[src/defect_map_pkg.sv]
// package for the defect map translator: record byte offsets, signatures, types
// assumes one drive clock domain; no register bus
package defect_map_pkg;
   // ==========================================
   // record layout
   localparam int SECTOR_BYTES = 8192;
   localparam logic [15:0] SIG_HEAD = 16'ha5a5;
   localparam logic [15:0] SIG_TAIL = 16'h5a5a;
   localparam int OFS_SIG_HEAD = 0;
   localparam int OFS_SIG_TAIL = 8190;
   localparam int OFS_PL1_START = 35;
   localparam int OFS_PL1_END = 39;
   localparam int OFS_PL1_FLAG = 43;
   localparam int OFS_PL1_MAP = 44;
   localparam int OFS_SL_START = 60;
   localparam int OFS_SL_END = 64;
   localparam int OFS_SL_MAXENT = 68;
   localparam int OFS_PSA_START = 70;
   localparam int OFS_PSA_END = 74;
   localparam int OFS_SSA_START = 78;
   localparam int OFS_SSA_END = 82;
   localparam int OFS_COPY_START = 86;
   localparam int OFS_COPY_END = 90;
   localparam int OFS_PL2_START = 94;
   localparam int OFS_PL2_END = 98;
   localparam int OFS_PL2_FLAG = 102;
   localparam int OFS_PL2_MAP = 103;
   localparam int OFS_PL3_START = 119;
   localparam int OFS_PL3_END = 123;
   localparam int OFS_PL3_FLAG = 127;
   localparam int OFS_PL3_MAP = 128;
   localparam int OFS_DEFINED_END = 144;
   localparam logic [31:0] NO_PAGE_ADDR = 32'h7fffffff;
   localparam int MAP_BYTES = 16;

   typedef struct packed {
      logic [31:0] startAddr;
      logic [31:0] endAddr;
      logic valid;
      logic [127:0] goodMap;
   } list_copy_t;

   typedef struct packed {
      logic [31:0] slStart;
      logic [31:0] slEnd;
      logic [15:0] slMaxEntries;
      logic [31:0] psaStart;
      logic [31:0] psaEnd;
      logic [31:0] ssaStart;
      logic [31:0] ssaEnd;
      logic [31:0] copyStart;
      logic [31:0] copyEnd;
   } area_map_t;

   typedef struct packed {
      logic [31:0] physical_block_address;
      logic malformed;
      logic slipped;
      logic replaced;
   } xlate_result_t;

   typedef enum logic [1:0] {
      MEDIA_RW,
      MEDIA_WRITE_ONCE
   } media_t;
endpackage : defect_map_pkg

[src/defect_map_translator.sv]
// defect map translator: parses the disk definition record byte stream, checks it,
// and translates block addresses through slip and replacement tables.
// assumes the datapath streams a whole record sector, byte by byte, and fills the tables.
//
// Function
// - one sector, head and tail signatures checked
// - first primary copy addresses, flag, bitmap
// - secondary list bounds and per-page limit
// - primary and secondary spare bounds captured
// - copy area and second primary copy
// - third primary copy; trailing bytes ignored
// - vendor and revision fields disregarded
// - start field marks unwritten copy invalid
// - end field holds last good block
// - flag other than zero/one is malformed
// - bitmap set bit means good sector
// - slip and total relocation limits enforced
// - below area slip shifts toward area
// - above area slip shifts toward area
// - certification defects entered until table full or slip limit hit, empty allowed
// - late defect goes to first free spare
// - defective spare skipped to next available
// - entry position derives spare address
// - primary-listed address never entered secondary
// - failed spare gets its own new entry
// - write-once initialised once only
// - rewritable init leaves secondary areas erased
// - spare equals entry index plus first spare
// - entries ascend by replacement address
`timescale 1ns/1ps
module defect_map_translator #(
   parameter int SLIP_DEPTH = 16,
   parameter int REPL_DEPTH = 16,
   parameter int DMA_SECTORS = 1024
) (
   // clock and reset
   input wire logic core_clk,
   input wire logic sys_rst,
   // record byte stream
   input wire logic recValid,
   input wire logic [7:0] recByte,
   input wire logic recFirst,
   output logic recDone,
   output logic recGood,
   output defect_map_pkg::list_copy_t copy1,
   output defect_map_pkg::list_copy_t copy2,
   output defect_map_pkg::list_copy_t copy3,
   output defect_map_pkg::area_map_t areas,
   // media control
   input wire defect_map_pkg::media_t mediaType,
   input wire logic initReq,
   output logic initGrant,
   output logic initRefused,
   output logic eraseSecondary,
   input wire logic dmaStartValid,
   input wire logic [31:0] dmaStart,
   // primary list entry (certification defects, ascending)
   input wire logic primAdd,
   input wire logic [31:0] primAddr,
   // late defect report
   input wire logic lateAdd,
   input wire logic [31:0] lateAddr,
   input wire logic spareBad,
   output logic lateAccepted,
   output logic lateRejected,
   output logic [31:0] lateSpare,
   output logic [15:0] lateIndex,
   // translation
   input wire logic reqValid,
   output logic reqReady,
   input wire logic [31:0] reqAddr,
   output logic rspValid,
   output defect_map_pkg::xlate_result_t rsp,
   output logic limitExceeded
);
   import defect_map_pkg::*;

   // ==========================================
   // record parse
   logic [12:0] idx_q;
   logic [15:0] headSig_q;
   logic [15:0] tailSig_q;
   logic [7:0] flag1_q, flag2_q, flag3_q;
   list_copy_t c1_q, c2_q, c3_q;
   area_map_t ar_q;
   logic done_q;
   logic [12:0] curIdx;
   assign curIdx = recFirst ? 13'h0000 : idx_q;

   function automatic logic [31:0] shiftIn32(input logic [31:0] v, input logic [7:0] b);
      shiftIn32 = {v[23:0], b};
   endfunction : shiftIn32

   function automatic logic inField(input logic [12:0] i, input int ofs, input int len);
      inField = (int'(i) >= ofs) && (int'(i) < ofs + len);
   endfunction : inField

   always_ff @(posedge core_clk) begin
      if (sys_rst) begin
         idx_q <= 13'h0000;
         headSig_q <= 16'h0000;
         tailSig_q <= 16'h0000;
         flag1_q <= 8'h00;
         flag2_q <= 8'h00;
         flag3_q <= 8'h00;
         c1_q <= '0;
         c2_q <= '0;
         c3_q <= '0;
         ar_q <= '0;
         done_q <= 1'b0;
      end else if (recValid) begin
         idx_q <= curIdx + 13'h0001;
         done_q <= (int'(curIdx) == SECTOR_BYTES - 1);
         if (inField(curIdx, OFS_SIG_HEAD, 2)) headSig_q <= {headSig_q[7:0], recByte};
         if (inField(curIdx, OFS_SIG_TAIL, 2)) tailSig_q <= {tailSig_q[7:0], recByte};
         if (inField(curIdx, OFS_PL1_START, 4)) c1_q.startAddr <= shiftIn32(c1_q.startAddr, recByte);
         if (inField(curIdx, OFS_PL1_END, 4)) c1_q.endAddr <= shiftIn32(c1_q.endAddr, recByte);
         if (int'(curIdx) == OFS_PL1_FLAG) flag1_q <= recByte;
         if (inField(curIdx, OFS_PL1_MAP, MAP_BYTES)) c1_q.goodMap <= {c1_q.goodMap[119:0], recByte};
         if (inField(curIdx, OFS_SL_START, 4)) ar_q.slStart <= shiftIn32(ar_q.slStart, recByte);
         if (inField(curIdx, OFS_SL_END, 4)) ar_q.slEnd <= shiftIn32(ar_q.slEnd, recByte);
         if (inField(curIdx, OFS_SL_MAXENT, 2)) ar_q.slMaxEntries <= {ar_q.slMaxEntries[7:0], recByte};
         if (inField(curIdx, OFS_PSA_START, 4)) ar_q.psaStart <= shiftIn32(ar_q.psaStart, recByte);
         if (inField(curIdx, OFS_PSA_END, 4)) ar_q.psaEnd <= shiftIn32(ar_q.psaEnd, recByte);
         if (inField(curIdx, OFS_SSA_START, 4)) ar_q.ssaStart <= shiftIn32(ar_q.ssaStart, recByte);
         if (inField(curIdx, OFS_SSA_END, 4)) ar_q.ssaEnd <= shiftIn32(ar_q.ssaEnd, recByte);
         if (inField(curIdx, OFS_COPY_START, 4)) ar_q.copyStart <= shiftIn32(ar_q.copyStart, recByte);
         if (inField(curIdx, OFS_COPY_END, 4)) ar_q.copyEnd <= shiftIn32(ar_q.copyEnd, recByte);
         if (inField(curIdx, OFS_PL2_START, 4)) c2_q.startAddr <= shiftIn32(c2_q.startAddr, recByte);
         if (inField(curIdx, OFS_PL2_END, 4)) c2_q.endAddr <= shiftIn32(c2_q.endAddr, recByte);
         if (int'(curIdx) == OFS_PL2_FLAG) flag2_q <= recByte;
         if (inField(curIdx, OFS_PL2_MAP, MAP_BYTES)) c2_q.goodMap <= {c2_q.goodMap[119:0], recByte};
         // third copy; identity and undefined bytes fall through unused
         if (inField(curIdx, OFS_PL3_START, 4)) c3_q.startAddr <= shiftIn32(c3_q.startAddr, recByte);
         if (inField(curIdx, OFS_PL3_END, 4)) c3_q.endAddr <= shiftIn32(c3_q.endAddr, recByte);
         if (int'(curIdx) == OFS_PL3_FLAG) flag3_q <= recByte;
         if (inField(curIdx, OFS_PL3_MAP, MAP_BYTES)) c3_q.goodMap <= {c3_q.goodMap[119:0], recByte};
      end else begin
         done_q <= 1'b0;
      end
   end

   // ==========================================
   // record checks
   logic sigOk, flagsOk, recOk_q, loaded_q;
   assign sigOk = (headSig_q == SIG_HEAD) && (tailSig_q == SIG_TAIL);
   assign flagsOk = (flag1_q[7:1] == 7'h00) && (flag2_q[7:1] == 7'h00) && (flag3_q[7:1] == 7'h00);
   // unwritten copy must carry a zero flag; here a start of NO_PAGE_ADDR alone marks it invalid, whatever its flag
   logic c1Valid, c2Valid, c3Valid;
   assign c1Valid = flag1_q[0] && (c1_q.startAddr != NO_PAGE_ADDR);
   assign c2Valid = flag2_q[0] && (c2_q.startAddr != NO_PAGE_ADDR);
   assign c3Valid = flag3_q[0] && (c3_q.startAddr != NO_PAGE_ADDR);

   always_ff @(posedge core_clk) begin
      if (sys_rst) begin
         recOk_q <= 1'b0;
         loaded_q <= 1'b0;
      end else if (done_q) begin
         recOk_q <= sigOk && flagsOk;
         loaded_q <= 1'b1;
      end
   end

   assign recDone = done_q;
   assign recGood = recOk_q;
   // bitmap passed through; set bit means good
   assign copy1 = '{startAddr: c1_q.startAddr, endAddr: c1_q.endAddr, valid: c1Valid, goodMap: c1_q.goodMap};
   assign copy2 = '{startAddr: c2_q.startAddr, endAddr: c2_q.endAddr, valid: c2Valid, goodMap: c2_q.goodMap};
   assign copy3 = '{startAddr: c3_q.startAddr, endAddr: c3_q.endAddr, valid: c3Valid, goodMap: c3_q.goodMap};
   assign areas = ar_q;

   // ==========================================
   // initialisation control
   logic initDone_q, erase_q;
   logic initAllowed;
   // write-once refuses once a record exists
   assign initAllowed = !(mediaType == MEDIA_WRITE_ONCE && (initDone_q || loaded_q));
   always_ff @(posedge core_clk) begin
      if (sys_rst) begin
         initDone_q <= 1'b0;
         erase_q <= 1'b0;
      end else if (initReq && initAllowed) begin
         initDone_q <= 1'b1;
         // secondary areas erased, write-once left blank
         erase_q <= (mediaType == MEDIA_RW);
      end else begin
         erase_q <= 1'b0;
      end
   end
   assign initGrant = initReq && initAllowed;
   assign initRefused = initReq && !initAllowed;
   assign eraseSecondary = erase_q;

   // ==========================================
   // defect tables
   logic [31:0] primTab [SLIP_DEPTH];
   logic [31:0] replTab [REPL_DEPTH];
   logic [15:0] primCnt_q, replCnt_q, spareOfs_q;
   logic [SLIP_DEPTH-1:0] primHit;
   logic [REPL_DEPTH-1:0] replHit;
   logic [SLIP_DEPTH-1:0] primBelow;

   for (genvar g = 0; g < SLIP_DEPTH; g++) begin : g_prim
      assign primHit[g] = (16'(g) < primCnt_q) && (primTab[g] == lateAddr);
      // defects on the far side of the target from the area count as slip
      assign primBelow[g] = (16'(g) < primCnt_q) && ((reqAddr < dmaStart) ? (primTab[g] <= reqAddr)
                            : (primTab[g] >= reqAddr));
   end
   for (genvar g = 0; g < REPL_DEPTH; g++) begin : g_repl
      assign replHit[g] = (16'(g) < replCnt_q) && (replTab[g] == reqAddr);
   end

   logic primFull, replFull, slipLimitHit, totalLimitHit;
   assign primFull = (int'(primCnt_q) >= SLIP_DEPTH);
   // skipped spares use up entries too, so the slot counter decides fullness
   assign replFull = (int'(spareOfs_q) >= REPL_DEPTH);
   // slip half of area, total whole area
   assign slipLimitHit = (32'(primCnt_q) >= 32'(DMA_SECTORS / 2));
   assign totalLimitHit = (32'(primCnt_q) + 32'(spareOfs_q) >= 32'(DMA_SECTORS));
   assign limitExceeded = slipLimitHit || totalLimitHit;
   logic lateOk;
   assign lateOk = lateAdd && !(|primHit) && !replFull && !totalLimitHit && recOk_q;

   always_ff @(posedge core_clk) begin
      if (sys_rst) begin
         primCnt_q <= 16'h0000;
      end else if (primAdd && !primFull && !slipLimitHit) begin
         primTab[primCnt_q[$clog2(SLIP_DEPTH)-1:0]] <= primAddr;
         primCnt_q <= primCnt_q + 16'h0001;
      end
   end

   always_ff @(posedge core_clk) begin
      if (sys_rst) begin
         replCnt_q <= 16'h0000;
         spareOfs_q <= 16'h0000;
      end else if (spareBad) begin
         // skip a bad spare, its slot marked unused so no lookup sees an unknown
         if (!replFull) replTab[spareOfs_q[$clog2(REPL_DEPTH)-1:0]] <= NO_PAGE_ADDR;
         spareOfs_q <= spareOfs_q + 16'h0001;
      end else if (lateOk) begin
         // new entry at next spare position
         replTab[spareOfs_q[$clog2(REPL_DEPTH)-1:0]] <= lateAddr;
         replCnt_q <= spareOfs_q + 16'h0001;
         spareOfs_q <= spareOfs_q + 16'h0001;
      end
   end

   logic [31:0] lateSpare_q;
   logic [15:0] lateIndex_q;
   logic lateAcc_q, lateRej_q;
   always_ff @(posedge core_clk) begin
      if (sys_rst) begin
         lateSpare_q <= 32'h00000000;
         lateIndex_q <= 16'h0000;
         lateAcc_q <= 1'b0;
         lateRej_q <= 1'b0;
      end else begin
         lateAcc_q <= lateOk && !spareBad;
         lateRej_q <= lateAdd && !lateOk && !spareBad;
         if (lateOk && !spareBad) begin
            lateSpare_q <= ar_q.ssaStart + 32'(spareOfs_q);
            lateIndex_q <= spareOfs_q;
         end
      end
   end
   assign lateAccepted = lateAcc_q;
   assign lateRejected = lateRej_q;
   assign lateSpare = lateSpare_q;
   assign lateIndex = lateIndex_q;

   // ==========================================
   // translation
   logic [15:0] slipCount;
   logic [15:0] replIdx;
   always_comb begin
      slipCount = 16'h0000;
      replIdx = 16'h0000;
      for (int i = 0; i < SLIP_DEPTH; i++) slipCount = slipCount + 16'(primBelow[i]);
      for (int i = 0; i < REPL_DEPTH; i++) if (replHit[i]) replIdx = 16'(i);
   end

   xlate_result_t rsp_q;
   logic rspValid_q;
   assign reqReady = !rspValid_q;
   always_ff @(posedge core_clk) begin
      if (sys_rst) begin
         rsp_q <= '0;
         rspValid_q <= 1'b0;
      end else if (reqValid && reqReady) begin
         rspValid_q <= 1'b1;
         rsp_q.malformed <= !recOk_q;
         rsp_q.replaced <= recOk_q && (|replHit);
         rsp_q.slipped <= recOk_q && !(|replHit) && (slipCount != 16'h0000);
         if (!recOk_q) rsp_q.physical_block_address <= reqAddr;
         else if (|replHit) rsp_q.physical_block_address <= ar_q.ssaStart + 32'(replIdx);
         else if (reqAddr < dmaStart || !dmaStartValid) rsp_q.physical_block_address <= reqAddr + 32'(slipCount);
         else rsp_q.physical_block_address <= reqAddr - 32'(slipCount);
      end else begin
         rspValid_q <= 1'b0;
      end
   end
   assign rspValid = rspValid_q;
   assign rsp = rsp_q;

   // ==========================================
   // checks
   AST_MALFORMED_SIG: assert property (@(posedge core_clk) disable iff (sys_rst)
      done_q && !sigOk |=> !recOk_q) else $error("bad signature accepted");
   AST_FLAG_ILLEGAL: assert property (@(posedge core_clk) disable iff (sys_rst)
      done_q && !flagsOk |=> !recOk_q) else $error("illegal flag accepted");
   AST_START_INVALID: assert property (@(posedge core_clk) disable iff (sys_rst)
      c1_q.startAddr == NO_PAGE_ADDR |-> !copy1.valid) else $error("unwritten copy valid");
   AST_INIT_ONCE: assert property (@(posedge core_clk) disable iff (sys_rst)
      mediaType == MEDIA_WRITE_ONCE && initDone_q && initReq |-> initRefused && !initGrant)
      else $error("write-once reinitialised");
   AST_ERASE_RW: assert property (@(posedge core_clk) disable iff (sys_rst)
      initGrant && mediaType == MEDIA_RW |=> eraseSecondary) else $error("no erase after init");
   AST_NO_DUP: assert property (@(posedge core_clk) disable iff (sys_rst)
      lateAdd && (|primHit) && !spareBad |=> lateRejected && !lateAccepted) else $error("primary addr taken");
   AST_SPARE_ADDR: assert property (@(posedge core_clk) disable iff (sys_rst)
      lateAccepted |-> lateSpare == ar_q.ssaStart + 32'(lateIndex)) else $error("spare address wrong");
   AST_SKIP_SPARE: assert property (@(posedge core_clk) disable iff (sys_rst)
      spareBad |=> spareOfs_q == $past(spareOfs_q) + 16'h0001) else $error("bad spare not skipped");
   AST_RSP_ERR: assert property (@(posedge core_clk) disable iff (sys_rst)
      reqValid && reqReady && !recOk_q |=> rspValid && rsp.malformed) else $error("missing error result");
   AST_SLIP_LIMIT: assert property (@(posedge core_clk) disable iff (sys_rst)
      32'(primCnt_q) <= 32'(DMA_SECTORS / 2)) else $error("slip limit exceeded");
endmodule : defect_map_translator

[config.mk]
export PLATFORM = sky130hd
export DESIGN_NAME = defect_map_translator
export DESIGN_NICKNAME = d
export VERILOG_FILES = /design/src/defect_map_pkg.sv /design/src/defect_map_translator.sv
export SDC_FILE = /design/constraint.sdc
export NUM_CORES = 2
export LEC_CHECK = 0
export BUFFER_PORTS_ARGS = -buffer_cell sky130_fd_sc_hd__buf_2
export CORE_MARGIN = 1
export CORE_UTILIZATION = 40
export DETAILED_ROUTE_END_ITERATION = 10
export PLACE_DENSITY_LB_ADDON = 0.08
export REMOVE_ABC_BUFFERS = 1
export SYNTH_ARGS = -nofsm -noshare
export SYNTH_HDL_FRONTEND = slang
export SYNTH_SLANG_ARGS = --single-unit
[constraint.sdc]
create_clock -name core_clk -period 15.4 [get_ports core_clk]
set_input_delay 2.31 -clock core_clk [delete_from_list [all_inputs] [get_ports core_clk]]
set_output_delay 2.31 -clock core_clk [all_outputs]
set_load 0.05 [all_outputs]
## Yosys cells after proc, flatten, opt, wreduce, memory -nomap -nowiden

Memories as Yosys holds them, arrays and structs flattened.
Cells that the tools add are included.

| storage, ports and cells | value |
|---|---|
| bits in registers | 1056 |
| RAM bits | 1024 |
| input port bits | 148 |
| output and inout port bits | 944 |
| word-level logic and storage cells | 407 |
| memories | 2 |

Memories:

| name | depth | bits a word | read ports | clocked after Yosys merged registers in | wr ports | line | source |
|---|---|---|---|---|---|---|---|
| primTab | 16 | 32 | 16 | 0 | 1 | defect_map_translator.sv:196 | `logic [31:0] primTab [SLIP_DEPTH];` |
| replTab | 16 | 32 | 16 | 0 | 1 | defect_map_translator.sv:197 | `logic [31:0] replTab [REPL_DEPTH];` |

| operators by class | value |
|---|---|
| add/sub/neg operators | 23 |
| $lt $le $gt $ge | 107 |
| equal/unequal tests | 42 |
| multiplexer cells | 50 |
| bitwise gates (word level) | 4 |
| reductions and logical operators | 138 |

Operators by type and width:

| cell | number |
|---|---|
| $eq A32 B32 Y1 | 32 |
| $ge A32 B32 Y1 | 16 |
| $le A32 B32 Y1 | 16 |
| $lt A4 B16 Y1 const A | 16 |
| $mux W16 | 16 |
| $lt A13 B7 Y1 const B | 14 |
| $ge A13 B7 Y1 const B | 13 |
| $lt A3 B16 Y1 const A | 8 |
| $mux W32 | 4 |
| $add A32 B16 Y32 | 3 |
| $ne A32 B31 Y1 const B | 3 |
| $logic_and A1 B1 Y1 | 89 |
| $lt A1 B16 Y1 const A | 4 |
| $lt A2 B16 Y1 const A | 4 |
| $ge A13 B6 Y1 const B | 4 |
| $reduce_and A2 Y1 | 24 |
| $lt A13 B6 Y1 const B | 3 |
| $add A16 B1 Y16 const B | 2 |
| $ge A16 B5 Y1 const B | 2 |
| $lt A32 B32 Y1 | 1 |
| $reduce_or A16 Y1 | 2 |
| $sub A32 B16 Y32 | 1 |
| $mux W1 | 29 |
| $eq A13 B8 Y1 const B | 2 |
| 38 further kinds | 56 |

## Depth between registers and ports, before layout

An unclocked memory read counts as a cell.

| logic depth | value |
|---|---|
| depth in word-level cells | 23 |
| depth in mapped cells | 37 |

## Worst setup path before layout

No wires, ideal clock.

| timing | value |
|---|---|
| path kind | input port to flip-flop |
| start | input port reqAddr[9] |
| end | register rsp_q, in the netlist rsp[33] |
| library setup time | 0.123 ns |
| arrival | 11.046 ns |
| path slack | 4.230 ns |
| stages on the path | 35 |
| buffers on the path | 2 |
| cell sequence | buf_2 -> buf_2 -> inv_1 -> ha_1 -> a21o_1 -> a21o_1 -> a21o_1 -> a211oi_1 -> o21ai_0 -> a221o_1 -> or3_1 -> xnor2_1 -> o21ai_0 -> fa_1 -> fa_1 -> fa_1 -> inv_1 -> fa_1 -> ha_1 -> inv_1 -> fa_1 -> xor2_1 -> nand3_1 -> o31ai_1 -> nor2_1 -> ha_1 -> and4_1 -> nand2_1 -> nor3_1 -> o31ai_1 -> or4_1 -> a41o_1 -> a31oi_1 -> xnor2_1 -> a21oi_1 |

| between the ends | value |
|---|---|
| longest elaborated chain between the ends | 22 |
| elaborated cells between the ends (all ways) | 135 |

Ends and longest elaborated chain:

| element | line | source |
|---|---|---|
| from (decl) | defect_map_translator.sv:71 | `input wire logic [31:0] reqAddr,` |
| $ge A32 B32 Y1, or another cell as far along | defect_map_translator.sv:207 | `: (primTab[g] >= reqAddr));` |
| $mux W1 | defect_map_translator.sv:206 | `assign primBelow[g] = (16'(g) < primCnt_q) && ((reqAddr < dmaStart) ? (primTab[g] <= reqAddr)` |
| $logic_and A1 B1 Y1 | defect_map_translator.sv:206 |  |
| $add A1 B1 Y2 | defect_map_translator.sv:279 | `for (int i = 0; i < SLIP_DEPTH; i++) slipCount = slipCount + 16'(primBelow[i]);` |
| $add A2 B1 Y3 | defect_map_translator.sv:279 |  |
| $add A3 B1 Y4 | defect_map_translator.sv:279 |  |
| $add A4 B1 Y5 | defect_map_translator.sv:279 |  |
| $add A5 B1 Y6 | defect_map_translator.sv:279 |  |
| (+6 left out) | n/a |  |
| $add A12 B1 Y13 | defect_map_translator.sv:279 |  |
| $add A13 B1 Y14 | defect_map_translator.sv:279 |  |
| $add A14 B1 Y15 | defect_map_translator.sv:279 |  |
| $add A15 B1 Y16 | defect_map_translator.sv:279 |  |
| $sub A32 B16 Y32 or $add A32 B16 Y32 (tied branches) | defect_map_translator.sv:298, defect_map_translator.sv:297 |  |
| $mux W32 | defect_map_translator.sv:297 | `else if (reqAddr < dmaStart \|\| !dmaStartValid) rsp_q.physical_block_address <= reqAddr + 32'(slipCount);` |
| $mux W32 * | defect_map_translator.sv:296 | `else if (\|replHit) rsp_q.physical_block_address <= ar_q.ssaStart + 32'(replIdx);` |
| $mux W32 * | defect_map_translator.sv:295 | `if (!recOk_q) rsp_q.physical_block_address <= reqAddr;` |
| to (decl) | defect_map_translator.sv:283 | `xlate_result_t rsp_q;` |

Every way passes the cells marked *; elsewhere a longest branch is shown, timed or not.
A chain may end at the register's enable or synchronous reset.

## Final worst setup path

| timing | value |
|---|---|
| start | input port reqAddr[25] |
| end | register rsp_q, in the netlist rsp[34] |

The elaborated chain is that of the path after synthesis.

==> impl_metrics.tcl <==
set metrics [dict create \
    cap_violations 0 \
    final_antenna_net_count 0 \
    vias_per_cell 5.714 \
    clk_path_buf_depth 3 \
    fin_nets 11320 \
    timing.critical_path.mode_cell "fa_1" \
    whs_ns 0.4400 \
    synthesis.instances 9507 \
    cp_slowest_cell "clkinv_1" \
    fin_setup_tns_ns 0 \
    fin_skew_ns 0.06336 \
    cts_root_buffer "clkbuf_16" \
    start_util_pct 40.24 \
    grt_setup_unrepaired "no" \
    gp_congestion 0.9595 \
    p_leak_nw 45.77 \
    top_layer_used "met5" \
    final-hold-violation-count 0 \
    hpwl_um 281600 \
    timing.setup.critical_path_class "primary input to flop" \
    maxSlewHeadroom_pct 13.00 \
    required_ns 16.14 \
    drive_gt1_share_pct 16.49 \
    first_pass_iters 6 \
    setup_viol 0 \
    final_area_um2 116100 \
    cpPeakStageDelay_ns 0.71 \
    antenna_found_initial 41 \
    drcViolationCount 0 \
    crit_path_start_kind "primary input" \
    syn_avg_cell_area_um2 10.42 \
    portBuffers 1091 \
    drv_slew 0 \
    num_vias 80270 \
    coreArea_um2 246200 \
    met2WireLength_um 191500 \
    holdBufCountCts 0 \
    powerDensity_nw_per_um2 107.5 \
    cts_tree "built" \
    ys_ff_latch 2080 \
    cts_resized 0 \
    power_frac_seq_pct 46.8 \
    grt_pass1_wl_um 582800 \
    dr.first_iter.drc_count 9726 \
    wl_per_cell_um 30.26 \
    met3_length_um 34620 \
    yosys_warnings 0 \
    synth_area_um2 99060 \
    status "finished, final reports clean" \
    synthArstFlopShare_pct 0 \
    arrival_ns 13.00 \
    overflow 0 \
    insertion_delay_ns 0.91 \
    ir_drop_mv 0.1016 \
    clkSinkCount 2080 \
    p_int_w 0.009290 \
    synth_edf_count 1024 \
    placedInstanceArea_um2 108400 \
    cts_buffers 226 \
    min_period_over_period_pct 79.59 \
    wl_um 425100 \
    postCtsSetupBuffers 0 \
    track_usage_pct 32.86 \
    crit_path_end_kind "flop" \
    clkPwrFrac_pct 45.2 \
    p_sw_w 0.003182 \
    grt_max_degree 208 \
    worst_slew_pin_slew_ns 1.305 \
    die_area_um2 249600 \
    fin_crit_ns 12.26 \
    synth_cell_type_count 84 \
    htreeDepth 4 \
    regToRegSetupSlack_ns 5.18 \
    power_frac_comb_pct 8.0 \
    clock.fmax_ghz 0.08159 \
    grt_pass1_vias 74810 \
    die_width_um 499.6 \
    pin_count 1092 \
    path_max_fanout 9 \
    area.growth.synth_to_final_pct 17.18 \
    path_clk_slew_ns 0.06 \
    met1_length_um 178100 \
    synth_ff_type "dfxtp_1" \
    ys_seq_area_share_pct 52.38 \
    rows 182 \
    hold_class "flop to flop" \
    die_y_um 499.6 \
    switching_share_pct 25.51 \
]
## critical path, delay by kind of cell
family	cells	cell delay (ns)
mux	1	0.31
fa+ha+maj	8	3.65
simple gates	6	1.19
buf+inv	6	1.59
compound gates	13	3.50
xor+xnor	2	0.39
## state kept, by name, summed over array words and instances, names as in the netlist, 13 cells and up
name and count:
primCnt_q 16, headSig_q 16, copy3 192, lateIndex 16, rsp 35, idx_q 13
tailSig_q 16, areas 272, lateSpare 32, replTab 512, primTab 512, copy2 192
copy1 192, spareOfs_q 16, replCnt_q 16
## path summary, 6_finish.rpt
| check | cells after the start | end | startpoint |
|---|---|---|---|
| min | 2 | copy2[14] | copy2[6] |
| max | 36 | rsp[34] | reqAddr[25] |
| max reg2reg | 32 | rsp[34] | primTab[3][9] |
| min reg2reg | 2 | copy2[14] | copy2[6] |
## cells in the final DEF, fill, tap and decap left out, types with 169 or more instances in the layout
cell / n
buf_2: 1090
nand2_1: 1608
nand4_1: 369
a21o_1: 169
o21ai_0: 201
clkbuf_16: 231
xor2_1: 437
xnor2_1: 702
buf_4: 222
dfxtp_1: 1055
edfxtp_1: 1024
nor4_1: 207
nor2_1: 426
a21oi_1: 959
mux2i_1: 241
ha_1: 627
## layer usage
metal / up-vias / track usage [%]
met5: - / 0
met4: 2 / 14.57
met3: 797 / 5.993
met2: 3724 / 51.48
met1: 39930 / 44.16
li1: 35820 / -
## kinds of logic (layout without fill, tap and decap cells)
family / after synthesis / count (layout) / synth area share, %
other: 0 / 15 / 0
adders and majority gates: 641 / 641 / 8.202
xor gates and xnor gates: 1139 / 1139 / 10.07
AOI/OAI and AO/OA: 1620 / 1620 / 9.474
muxes: 247 / 247 / 2.503
and+or+nand+nor: 3129 / 3129 / 14.58
buffers and inverters: 651 / 1866 / 2.784
DFF: 2080 / 2080 / 52.38
## synth_stat cells (all sizes together), types with 50 or more instances
master | instances | area [um^2]
nand2 | 1609 | 6042
dfxtp | 1056 | 21140
edfxtp | 1024 | 30750
a21oi | 961 | 4817
xnor2 | 702 | 6148
ha | 627 | 7845
nor2 | 445 | 1670
xor2 | 437 | 3827
nand4 | 369 | 2308
clkbuf | 344 | 1291
mux2i | 241 | 2412
nor4 | 218 | 1419
o21ai | 211 | 1056
buf | 175 | 970.9
a21o | 169 | 1269
inv | 131 | 491.7
nand3 | 125 | 625.6
nor2b | 68 | 425.4
nor3 | 64 | 320.3
nand2b | 50 | 320.3
## power by group through the flow
| stage | Sequential [W] | Clock (W) | Combinational [W] |
|---|---|---|---|
| 2_1_floorplan | 0.00596 | 0 | 0.000409 |
| 3_3_place_gp | 0.00595 | 0 | 0.000967 |
| 3_5_place_dp | 0.00595 | 0 | 0.000972 |
| 4_1_cts | 0.00583 | 0.00572 | 0.000976 |
| 5_1_grt | 0.00583 | 0.00592 | 0.00104 |
| 6_report | 0.00583 | 0.00564 | 0.00100 |
## layout make-up
type	instances	area (um^2)
clock buffers	312	6416
flip-flops and latches	2080	51890
multi-input cells	6776	44640
diodes	15	37.54
inverters	132	495.5
repair buffers	1316	7197
fillers	23060	130100
well taps	3312	4144
clock inverters	106	1259
## stage by stage
| step | setup WS, ns | power (W) | cells | utilization (%) |
|---|---|---|---|---|
| 2_1_floorplan | 3.604 | 0.006367 | 8988 | - |
| 3_3_place_gp | 2.563 | 0.006917 | 13620 | 44.02 |
| 3_5_place_dp | 2.474 | 0.006923 | 13620 | 44.02 |
| 4_1_cts | 3.397 | 0.01253 | 14030 | 47.14 |
| 5_1_grt | 2.662 | 0.01279 | 14040 | 47.14 |
| 6_report | 3.143 | 0.01247 | 14050 | 47.16 |
Power figures use the tool's default switching activity.
